==> config.mk <==
export PLATFORM = sky130hd
export DESIGN_NAME = sram_ctrl
export DESIGN_NICKNAME = d
export VERILOG_FILES = /design/src/rtl/sram_ctrl_pkg.sv /design/src/rtl/sram_pins_if.sv /design/src/rtl/sram_pad_stage.sv /design/src/rtl/sram_ctrl.sv
export SDC_FILE = /design/constraint.sdc
export NUM_CORES = 1
export LEC_CHECK = 0
export BUFFER_PORTS_ARGS = -buffer_cell sky130_fd_sc_hd__buf_2
export CORE_MARGIN = 2
export CORE_UTILIZATION = 45
export CTS_CLUSTER_SIZE = 28
export DETAILED_ROUTE_END_ITERATION = 12
export PLACE_DENSITY = 0.74
export SLEW_MARGIN = 20
export SYNTH_ARGS = -nofsm -noshare
export SYNTH_HDL_FRONTEND = slang
export SYNTH_SLANG_ARGS = --single-unit
==> constraint.sdc <==
create_clock -name clk_i -period 2.3 [get_ports clk_i]
set_input_delay 0.46 -clock clk_i [delete_from_list [all_inputs] [get_ports clk_i]]
set_output_delay 0.46 -clock clk_i [all_outputs]
set_load 0.05 [all_outputs]
==> src/rtl/sram_ctrl_pkg.sv <==
// Package for the asynchronous static memory controller.
// Assumes a 50 MHz system clock; all timing counts but TURN_CYCLES derive from it.
package sram_ctrl_pkg;

  // ==========================================================================
  // Clock and timing constants
  localparam int CLK_PERIOD_PS              = 20000;  // 50 MHz
  localparam int POWER_UP_WAIT_US           = 100;    // Supply stable to first access
  localparam int ADDRESS_ACCESS_TIME_PS     = 15000;  // Slowest grade read access
  localparam int OUTPUT_ENABLE_ACCESS_TIME_PS = 7000;
  localparam int WRITE_END_ADDRESS_SETUP_PS = 10000;  // Also strobe low time
  localparam int WRITE_DATA_SETUP_TIME_PS   = 7000;
  localparam int WRITE_STROBE_FLOAT_DELAY_PS = 7000;
  localparam int DESELECT_STANDBY_DELAY_PS  = 15000;

  // Least times round up to whole cycles, never below one
  function automatic int min_cycles(input int ps);
    int c;
    c = (ps + CLK_PERIOD_PS - 1) / CLK_PERIOD_PS;
    return (c < 1) ? 1 : c;
  endfunction

  localparam int POWER_UP_CYCLES = (POWER_UP_WAIT_US * 1000000) / CLK_PERIOD_PS;
  localparam int READ_CYCLES     = min_cycles(ADDRESS_ACCESS_TIME_PS) + 1;
  localparam int WRITE_CYCLES    =
    min_cycles(WRITE_STROBE_FLOAT_DELAY_PS + WRITE_DATA_SETUP_TIME_PS);
  localparam int TURN_CYCLES     = 1;  // Turnaround load; the turn state lasts two cycles between accesses

  // ==========================================================================
  // Field widths and reset values
  localparam int ADDR_W = 19;
  localparam int DATA_W = 8;
  localparam int CNT_W  = 13;
  localparam logic [DATA_W-1:0] DATA_RESET = 8'h00;

  typedef enum logic [2:0] {
    ST_POWER_type_unused,
    ST_IDLE, ST_READ, ST_WRITE, ST_TURN
  } state_type;

endpackage

==> src/rtl/sram_pins_if.sv <==
// Interface bundling the memory pin signals between controller and pad stage.
// Assumes one clock domain; the pad stage keeps data out, its enable and data in as separate wires.
interface sram_pins_if;
  logic                                  select_n;
  logic                                  out_en_n;
  logic                                  write_n;
  logic [sram_ctrl_pkg::ADDR_W-1:0]      addr;
  logic [sram_ctrl_pkg::DATA_W-1:0]      dq_out;
  logic                                  dq_oe;
  logic [sram_ctrl_pkg::DATA_W-1:0]      dq_in;

  modport ctrl (output select_n, out_en_n, write_n, addr, dq_out, dq_oe, input dq_in);
  modport pads (input select_n, out_en_n, write_n, addr, dq_out, dq_oe, output dq_in);
endinterface

==> src/rtl/sram_pad_stage.sv <==
// Pad stage: passes pin outputs straight through and synchronises read data back.
// Assumes pins go straight to the memory; input data passes two flip-flops.
module sram_pad_stage (
  // Clock, reset and enable
  input  wire logic                             clk_i,
  input  wire logic                             rst_n_i,
  input  wire logic                             ce_i,
  // Controller side
  sram_pins_if.pads                             pins,
  // Memory pins
  output logic                                  select_n_o,
  output logic                                  out_en_n_o,
  output logic                                  write_n_o,
  output logic [sram_ctrl_pkg::ADDR_W-1:0]      addr_o,
  output logic [sram_ctrl_pkg::DATA_W-1:0]      dq_o,
  output logic                                  dq_oe_o,
  input  wire logic [sram_ctrl_pkg::DATA_W-1:0] dq_i
);
  logic [sram_ctrl_pkg::DATA_W-1:0] dq_meta;
  logic [sram_ctrl_pkg::DATA_W-1:0] dq_sync;
  logic [sram_ctrl_pkg::DATA_W-1:0] next_dq_meta;
  logic [sram_ctrl_pkg::DATA_W-1:0] next_dq_sync;

  // ==========================================================================
  // Input synchroniser: first stage feeds only the second
  always_comb begin
    next_dq_meta = ce_i ? dq_i : dq_meta;
    next_dq_sync = ce_i ? dq_meta : dq_sync;
  end

  always_ff @(posedge clk_i or negedge rst_n_i) begin
    if (!rst_n_i) begin
      dq_meta <= sram_ctrl_pkg::DATA_RESET;
      dq_sync <= sram_ctrl_pkg::DATA_RESET;
    end else begin
      dq_meta <= next_dq_meta;
      dq_sync <= next_dq_sync;
    end
  end

  // Pin outputs are already registered in the controller; dq_oe is the AND of two registers
  assign select_n_o = pins.select_n;
  assign out_en_n_o = pins.out_en_n;
  assign write_n_o  = pins.write_n;
  assign addr_o     = pins.addr;
  assign dq_o       = pins.dq_out;
  assign dq_oe_o    = pins.dq_oe;
  assign pins.dq_in = dq_sync;
endmodule

==> src/rtl/sram_ctrl.sv <==
// Controller driving an asynchronous 512K x 8 static memory over its pins.
// Assumes the memory is the slowest grade; one request at a time, 50 MHz clock.
module sram_ctrl #(
  parameter int POWER_UP_WAIT = sram_ctrl_pkg::POWER_UP_CYCLES
) (
  // Clock, reset, enable
  input  wire logic                             clk_i,
  input  wire logic                             rst_n_i,
  input  wire logic                             ce_i,
  // User request
  input  wire logic                             req_valid_i,
  input  wire logic                             req_write_i,
  input  wire logic [sram_ctrl_pkg::ADDR_W-1:0] req_addr_i,
  input  wire logic [sram_ctrl_pkg::DATA_W-1:0] req_wdata_i,
  output logic                                  req_ready_o,
  output logic                                  rd_valid_o,
  output logic [sram_ctrl_pkg::DATA_W-1:0]      rd_data_o,
  output logic                                  init_done_o,
  // Memory pins
  output logic                                  select_n_o,
  output logic                                  out_en_n_o,
  output logic                                  write_n_o,
  output logic [sram_ctrl_pkg::ADDR_W-1:0]      addr_o,
  output logic [sram_ctrl_pkg::DATA_W-1:0]      dq_o,
  output logic                                  dq_oe_o,
  input  wire logic [sram_ctrl_pkg::DATA_W-1:0] dq_i
);
  localparam int RD_WAIT = sram_ctrl_pkg::READ_CYCLES + 2;  // Two sync stages
  localparam int WR_WAIT = (sram_ctrl_pkg::WRITE_CYCLES <
                            sram_ctrl_pkg::min_cycles(sram_ctrl_pkg::WRITE_END_ADDRESS_SETUP_PS))
                           ? sram_ctrl_pkg::min_cycles(sram_ctrl_pkg::WRITE_END_ADDRESS_SETUP_PS)
                           : sram_ctrl_pkg::WRITE_CYCLES;

  // Refuse a wait that the power-up counter cannot hold
  if (POWER_UP_WAIT < 1 || POWER_UP_WAIT >= (1 << sram_ctrl_pkg::CNT_W)) begin : g_bad_wait
    $error("POWER_UP_WAIT out of counter range");
  end

  sram_pins_if pins ();

  sram_ctrl_pkg::state_type          state;
  sram_ctrl_pkg::state_type          next_state;
  logic [sram_ctrl_pkg::CNT_W-1:0]   cnt;
  logic [sram_ctrl_pkg::CNT_W-1:0]   next_cnt;
  logic                              powered;
  logic                              next_powered;
  logic                              sel_n;
  logic                              next_sel_n;
  logic                              oe_n;
  logic                              next_oe_n;
  logic                              we_n;
  logic                              next_we_n;
  logic                              drive;
  logic                              next_drive;
  logic [sram_ctrl_pkg::ADDR_W-1:0]  addr;
  logic [sram_ctrl_pkg::ADDR_W-1:0]  next_addr;
  logic [sram_ctrl_pkg::DATA_W-1:0]  wdata;
  logic [sram_ctrl_pkg::DATA_W-1:0]  next_wdata;
  logic [sram_ctrl_pkg::DATA_W-1:0]  rdata;
  logic [sram_ctrl_pkg::DATA_W-1:0]  next_rdata;
  logic                              rvalid;
  logic                              next_rvalid;

  // ==========================================================================
  // Sequencer: power-up wait, then one access per request
  always_comb begin
    next_state   = state;
    next_cnt     = cnt;
    next_powered = powered;
    next_sel_n   = sel_n;
    next_oe_n    = oe_n;
    next_we_n    = we_n;
    next_drive   = drive;
    next_addr    = addr;
    next_wdata   = wdata;
    next_rdata   = rdata;
    next_rvalid  = 1'b0;
    unique case (state)
      sram_ctrl_pkg::ST_POWER_type_unused: begin
        // Pins idle until the supply settle time expires
        if (cnt == '0) begin
          next_powered = 1'b1;
          next_state   = sram_ctrl_pkg::ST_IDLE;
        end else begin
          next_cnt = cnt - 1'b1;
        end
      end
      sram_ctrl_pkg::ST_IDLE: begin
        if (req_valid_i) begin
          next_addr  = req_addr_i;  // Address set with select, zero setup
          next_wdata = req_wdata_i;
          next_sel_n = 1'b0;        // Wake is immediate on select
          if (req_write_i) begin
            // Output enable stays high so the memory floats its pins
            next_we_n  = 1'b0;
            next_drive = 1'b1;      // Memory is floating, safe to drive
            next_cnt   = sram_ctrl_pkg::CNT_W'(WR_WAIT - 1);
            next_state = sram_ctrl_pkg::ST_WRITE;
          end else begin
            next_oe_n  = 1'b0;      // Strobe stays high on reads
            next_cnt   = sram_ctrl_pkg::CNT_W'(RD_WAIT - 1);
            next_state = sram_ctrl_pkg::ST_READ;
          end
        end
      end
      sram_ctrl_pkg::ST_READ: begin
        // Sample only after access time plus sync latency
        if (cnt == '0) begin
          next_rdata  = pins.dq_in;
          next_rvalid = 1'b1;
          next_oe_n   = 1'b1;
          next_sel_n  = 1'b1;       // Deselect lets the memory go to standby
          next_cnt    = sram_ctrl_pkg::CNT_W'(sram_ctrl_pkg::TURN_CYCLES);
          next_state  = sram_ctrl_pkg::ST_TURN;
        end else begin
          next_cnt = cnt - 1'b1;
        end
      end
      sram_ctrl_pkg::ST_WRITE: begin
        // Strobe low time covers setup and float delay
        if (cnt == '0) begin
          next_we_n  = 1'b1;        // Select and strobe rise together
          next_sel_n = 1'b1;
          next_cnt   = sram_ctrl_pkg::CNT_W'(sram_ctrl_pkg::TURN_CYCLES);
          next_state = sram_ctrl_pkg::ST_TURN;
        end else begin
          next_cnt = cnt - 1'b1;
        end
      end
      sram_ctrl_pkg::ST_TURN: begin
        // Data and address held one cycle past write end
        next_drive = 1'b0;
        if (cnt == '0) begin
          next_state = sram_ctrl_pkg::ST_IDLE;
        end else begin
          next_cnt = cnt - 1'b1;
        end
      end
      default: next_state = sram_ctrl_pkg::ST_IDLE;
    endcase
    if (!ce_i) begin
      next_state = state; next_cnt = cnt; next_powered = powered;
      next_sel_n = sel_n; next_oe_n = oe_n; next_we_n = we_n;
      next_drive = drive; next_addr = addr; next_wdata = wdata;
      next_rdata = rdata; next_rvalid = rvalid;
    end
  end

  // Registers; power-up counter loaded from the parameter during reset
  always_ff @(posedge clk_i or negedge rst_n_i) begin
    if (!rst_n_i) begin
      state   <= sram_ctrl_pkg::ST_POWER_type_unused;
      cnt     <= sram_ctrl_pkg::CNT_W'(POWER_UP_WAIT);
      powered <= 1'b0;
      sel_n   <= 1'b1;
      oe_n    <= 1'b1;
      we_n    <= 1'b1;
      drive   <= 1'b0;
      addr    <= '0;
      wdata   <= sram_ctrl_pkg::DATA_RESET;
      rdata   <= sram_ctrl_pkg::DATA_RESET;
      rvalid  <= 1'b0;
    end else begin
      state   <= next_state;
      cnt     <= next_cnt;
      powered <= next_powered;
      sel_n   <= next_sel_n;
      oe_n    <= next_oe_n;
      we_n    <= next_we_n;
      drive   <= next_drive;
      addr    <= next_addr;
      wdata   <= next_wdata;
      rdata   <= next_rdata;
      rvalid  <= next_rvalid;
    end
  end

  // Drive the data pins only when output enable is high
  assign pins.select_n = sel_n;
  assign pins.out_en_n = oe_n;
  assign pins.write_n  = we_n;
  assign pins.addr     = addr;
  assign pins.dq_out   = wdata;
  assign pins.dq_oe    = drive & oe_n;

  sram_pad_stage u_pads (
    .clk_i      (clk_i),
    .rst_n_i    (rst_n_i),
    .ce_i       (ce_i),
    .pins       (pins),
    .select_n_o (select_n_o),
    .out_en_n_o (out_en_n_o),
    .write_n_o  (write_n_o),
    .addr_o     (addr_o),
    .dq_o       (dq_o),
    .dq_oe_o    (dq_oe_o),
    .dq_i       (dq_i)
  );

  // User side
  assign req_ready_o = (state == sram_ctrl_pkg::ST_IDLE) & ce_i;
  assign rd_valid_o  = rvalid;
  assign rd_data_o   = rdata;
  assign init_done_o = powered;
endmodule

Yosys cells after proc, flatten, opt, wreduce, memory -nomap -nowiden
Cells that the tools add are included.
Widths: inputs -> output; s select.
{ "totals": {"regBits": 73, "inputBits": 40, "output_inout_bits": 42, "wordCells": 70} }
{ "op_classes": {"addsub": 1, "n_eq_ne": 12, "n_mux": 24, "n_bitwise": 2, "n_reduce_logical": 18} }
{ "ops": {"columns": ["operator", "count"], "rows": [
  ["$mux 13", 3],
  ["$pmux 13 s3", 1],
  ["$reduce_and 4->1", 4],
  ["$logic_not 13->1", 1],
  ["$sub 13x1->13 const B", 1],
  ["$ne 2x2->1 const B", 6],
  ["$mux 1", 11],
  ["$reduce_and 5->1", 2],
  ["$mux 3", 3],
  ["$pmux 3 s3", 1],
  ["$reduce_and 3->1", 3],
  ["$pmux 1 s2", 4],
  ["$reduce_bool 2->1", 4],
  ["$eq 3x2->1 const B", 2],
  ["$ne 2x1->1 const B", 2],
  ["$reduce_or 2->1", 2],
  ["$eq 3x1->1 const B", 1],
  ["$eq 3x3->1 const B", 1],
  ["$logic_not 3->1", 1],
  ["$reduce_bool 3->1", 1],
  ["$and 1x1->1", 2],
  ["$mux 2", 1]
]} }

Logic depth before layout (Yosys ltp)
{ "depth": {"ltp_word": 4, "ltp_mapped": 8, "ltp_nobuf": 7} }

Modules after synthesis
A second synthesis with hierarchy kept.
{ "hier_totals": {"cells_unflattened": 272, "area_unflattened_um2": 3449.6} }
{ "by_module_without_submodules": {"columns": ["module", "n_inst", "cells_each", "area_each_um2", "seq_area_each_um2"], "rows": [
  ["sram_ctrl", 1, 207, 2567.5, 1436.4],
  ["sram_pad_stage", 1, 65, 882.1, 400.4]
]} }

Least setup slack after synthesis
Ideal clock, no wire load.
{ "synth_timing": {"path_type": "reg2reg", "startpoint": "register cnt[0] (netlist bit)", "endpoint": "register cnt[10] (netlist bit)", "setup_ns": 0.119, "arrival_ns": 2.093, "required_time_ns": 2.181, "slack_ns": 0.088, "path_stages_with_launch": 9, "path_buffers": 2, "period_less_slack_ns": 2.212, "cell_sequence": "dfrtp_1 inv_1 ha_1 or4b_4 or4_4 buf_6 a21oi_4 buf_8 nor2_2"} }
{ "synth_via": {"elab_chain_len": 3, "elab_cells_between_ends": 7, "cone_classes": "add/sub (1); eq/ne (1); mux (3); reduce/logical (2)"} }
{ "synth_lines": {"columns": ["element", "line_no", "source"], "rows": [
  ["start: declaration", "sram_ctrl.sv:43", "logic [sram_ctrl_pkg::CNT_W-1:0] cnt;"],
  ["start signal: assignment", "sram_ctrl.sv:153", "cnt <= sram_ctrl_pkg::CNT_W'(POWER_UP_WAIT);"],
  ["start signal: assignment", "sram_ctrl.sv:165", "cnt <= next_cnt;"],
  ["$sub 13x1->13 / $logic_not 13->1 (equally long branches)", null, null],
  ["$mux 13 (tied with other cells)", "sram_ctrl.sv:81, sram_ctrl.sv:133", null],
  ["$pmux 13 s3 / $reduce_and 4->1 (equally long branches)", null, null]
]} }
Several ways; a longest one is shown, not always the timed one. The select of a mux whose other input is x is not followed.
A chain may end at the register's enable or synchronous reset.

Worst setup path in the final report
{ "layout_timing": {"startpoint": "register cnt[0] (netlist bit)", "endpoint": "register rdata, in the netlist rd_data_o[4]"} }
{ "layout_via": {"elab_chain_len": 2} }
{ "layout_lines": {"columns": ["element", "line_no", "source"], "rows": [
  ["$logic_not 13->1", "sram_ctrl.sv:108", "if (cnt == '0) begin"],
  ["$reduce_and 3->1 (no line)", null, null],
  ["end signal: assignment", "sram_ctrl.sv:161", "rdata <= sram_ctrl_pkg::DATA_RESET;"],
  ["end signal: assignment", "sram_ctrl.sv:173", "rdata <= next_rdata;"],
  ["end: declaration", "sram_ctrl.sv:59", "logic [sram_ctrl_pkg::DATA_W-1:0] rdata;"]
]} }
Every way passes these cells.

==> impl_metrics.toml <==
[run_status]
status = "finished, violations left"
violations = "setup timing"

[layout]
fin_nets = 429
n_antenna_cell = 0
area_growth_syn_to_layout_pct = 26.0
drive_gt1_frac = 0.417

[synth]
yosysTopAreaCellShare = 0.511
synthAdderAreaFrac = 0.00393
synth_area_leaders = "dfrtp_1, nand2_1, mux2_2"
post_synth.cell_area_avg_um2 = 10.6
ys_types = 47
synth-edff-count = 0
ys_ff_latch = 73
synth-compound-area-share = 0.0841
syn_inst = 299
yosys.area_share.simple = 0.191
yosysTopAreaCell = "dfrtp_1"
synth_common_cells = "nand2_1, dfrtp_1, mux2_2, a21oi_1, nor2_1"
postSynth.asyncResetShare = 1.00
syn_area_um2 = 3180
seq_area_frac_synth = 0.577
synth-xor-area-share = 0.0248
yosysWarningCount = 0
syn-num-nets = 340
muxShareOfSynthArea = 0.0849
synthFlopType = "dfrtp_1"
yosysMostFrequentCell = "nand2_1"
synth_top_family_by_area = "simple AND/OR/NAND/NOR gates"

[sta]
setup_violations = 5
rsz0062_at_grt = "true"
final.setup.tns_ns = -0.112
setup_ws_ns = -0.0307
skew_ns = 0.00764
slew_headroom = 0.636
hold_viol_final = 0
worstMarginPinSlew_ns = 0.532
max_freq_mhz = 429
finalCriticalPeriod_ns = 2.33
fin_crit_sh = 1.01
drv_slew = 0

[drt]
wl_per_cell_um = 13.6
vias_per_cell = 4.96
ant_nets = 0
drcViolationCount = 0
drtIter0Drc = 75
drt_pass1_iterations = 4
via_count = 2423
drt_wl_total_um = 6640

[place]
dp_slack_ns = 0.0258
portBuffers = 81
hpwl_um = 4390
finalWeightedCongestion = 0.791

[setup_path]
reg2regPathDepth = 7
critPathLaunchType = "register"
endpoint_kind = "register"
critical_path.max_fanout = 6
criticalPathCategory = "reg2reg"
crit_required_ns = 2.53
cp_data_arrival_time_ns = 2.56

[clock_tree]
cts_hold_buf = 0
ctsLongestPathBuffers = 2
clockRootBuffer = "clkbuf_8"
insertion_delay_ns = 0.35
cts_buffers = 9
clkSinkCount = 73
htree_levels = 3
cts_tree = "built"
path_clk_slew_ns = 0.08

[floorplan]
dieWidth_um = 88.1
die_area_um2 = 7770
num_io_pins = 82
start_util = 0.466
rows = 30
die_h_um = 88.1
coreArea_um2 = 6830

[power_and_ir_drop]
power_mw = 5.63
power_density_nw_per_um2 = 1400
p_leak_nw = 2.04
ir_worst_vdd_v = 0.000937

[global_route]
grt_pass1_wl_um = 10400
track_usage = 0.174
grt_pass1_vias = 2345
antenna_found_initial = 0
grt_max_degree = 74
overflow = 0

[run]
maxCapViolCount = 0

[min_path]
hold_class = "in2async"
[state kept, by name (all words and copies together) (netlist names)]
signal and flops:
init_done_o 1, cnt 13, u_pads.dq_meta 8, u_pads.pins.dq_in 8
rd_valid_o 1, drive 1, addr 19, oe_n 1
rd_data_o 8, state 3, pins.write_n 1, pins.dq_out 8
pins.select_n 1
[per-layer routing]
layer  up-vias  GRT usage  wire length, um
li1       1181          -                -
met1      1161      0.224             3020
met2        68      0.282             3090
met3        13     0.0434              376
met4         0     0.0758              148
met5         -          0                0
[worst paths after layout]
path	from	endpoint	slack [ns]
setup reg to reg	cnt[0]$_DFFE_PN0P_	rd_data_o[4]$_DFFE_PN0P_	-0.03
hold / removal	rst_n_i	pins.dq_out[5]$_DFFE_PN0P_	0.12
max in group asynchronous	rst_n_i	cnt[7]$_DFFE_PN1P_	1.83
setup / recovery	cnt[0]$_DFFE_PN0P_	rd_data_o[4]$_DFFE_PN0P_	-0.03
min in group clk_i	req_wdata_i[4]	pins.dq_out[4]$_DFFE_PN0P_	0.30
hold reg to reg	oe_n$_DFFE_PN1P_	oe_n$_DFFE_PN1P_	0.47
[critical path: stages (launching register included)]
cell and delay [ns]:
dfrtp_1 0.42, inv_2 0.10, ha_4 0.14, or4b_4 0.51, nor4_4 0.30, buf_4 0.20, nand4b_4 0.19, mux2_4 0.35
[metrics by stage]
stage / hold slack, ns / std cells / utilization / instance area, um^2
after floorplan: 0.164 / 299 / - / 3180
after global placement: 0.453 / 468 / 0.548 / 3740
after detailed placement: 0.457 / 468 / 0.548 / 3740
after CTS: 0.140 / 484 / 0.574 / 3920
after global routing: 0.157 / 489 / 0.587 / 4010
final: 0.124 / 489 / 0.587 / 4010
[timing repair]
action	CTS	global route
resized for setup	1	12
pin swaps	0	4
endpoints found under the setup margin	1	22
hold endpoints to repair	0	0
gates cloned	0	1
setup buffers	0	4
[layout make-up]
type                       instances  area [um^2]
multi-input combinational        204         1300
inverter                           5         18.8
clock inverter                     6         43.8
fill                             605         2820
clock buffer                      10          128
timing repair buffer              95          561
tap                               96          120
sequential                        73         1840
[cells in the final DEF, fill, tap and decap left out, drive strengths merged, types with 2 or more instances in the layout]
master   synthesis  final
and2             2      2
or4              2      2
o21ai            8      8
mux2            24     24
o31ai            2      2
a21oi           14     14
buf              7     95
a2111oi          3      3
dfrtp           65     65
clkinv           0      4
dfstp            8      8
nor3b            2      2
xor2             5      5
xnor2            4      4
nand2           93     93
nand4b           2      3
clkbuf          11     10
a32o             2      2
o21bai           2      2
inv              5      6
or3              2      2
nor2            21     21
[cells by family after synthesis]
logic type	count (synthesis)
compound gates	38
fa+ha+maj	1
buf+inv	23
simple gates	131
mux	24
xor+xnor	9
flops	73
[power by group]
group / switching, mW / internal [mW] / leakage [nW]
sequential: 0.297 / 1.73 / 0.889
combinational: 1.90 / 0.820 / 1.06
clock: 0.489 / 0.395 / 0.0866
(Power assumes the default switching activity.)
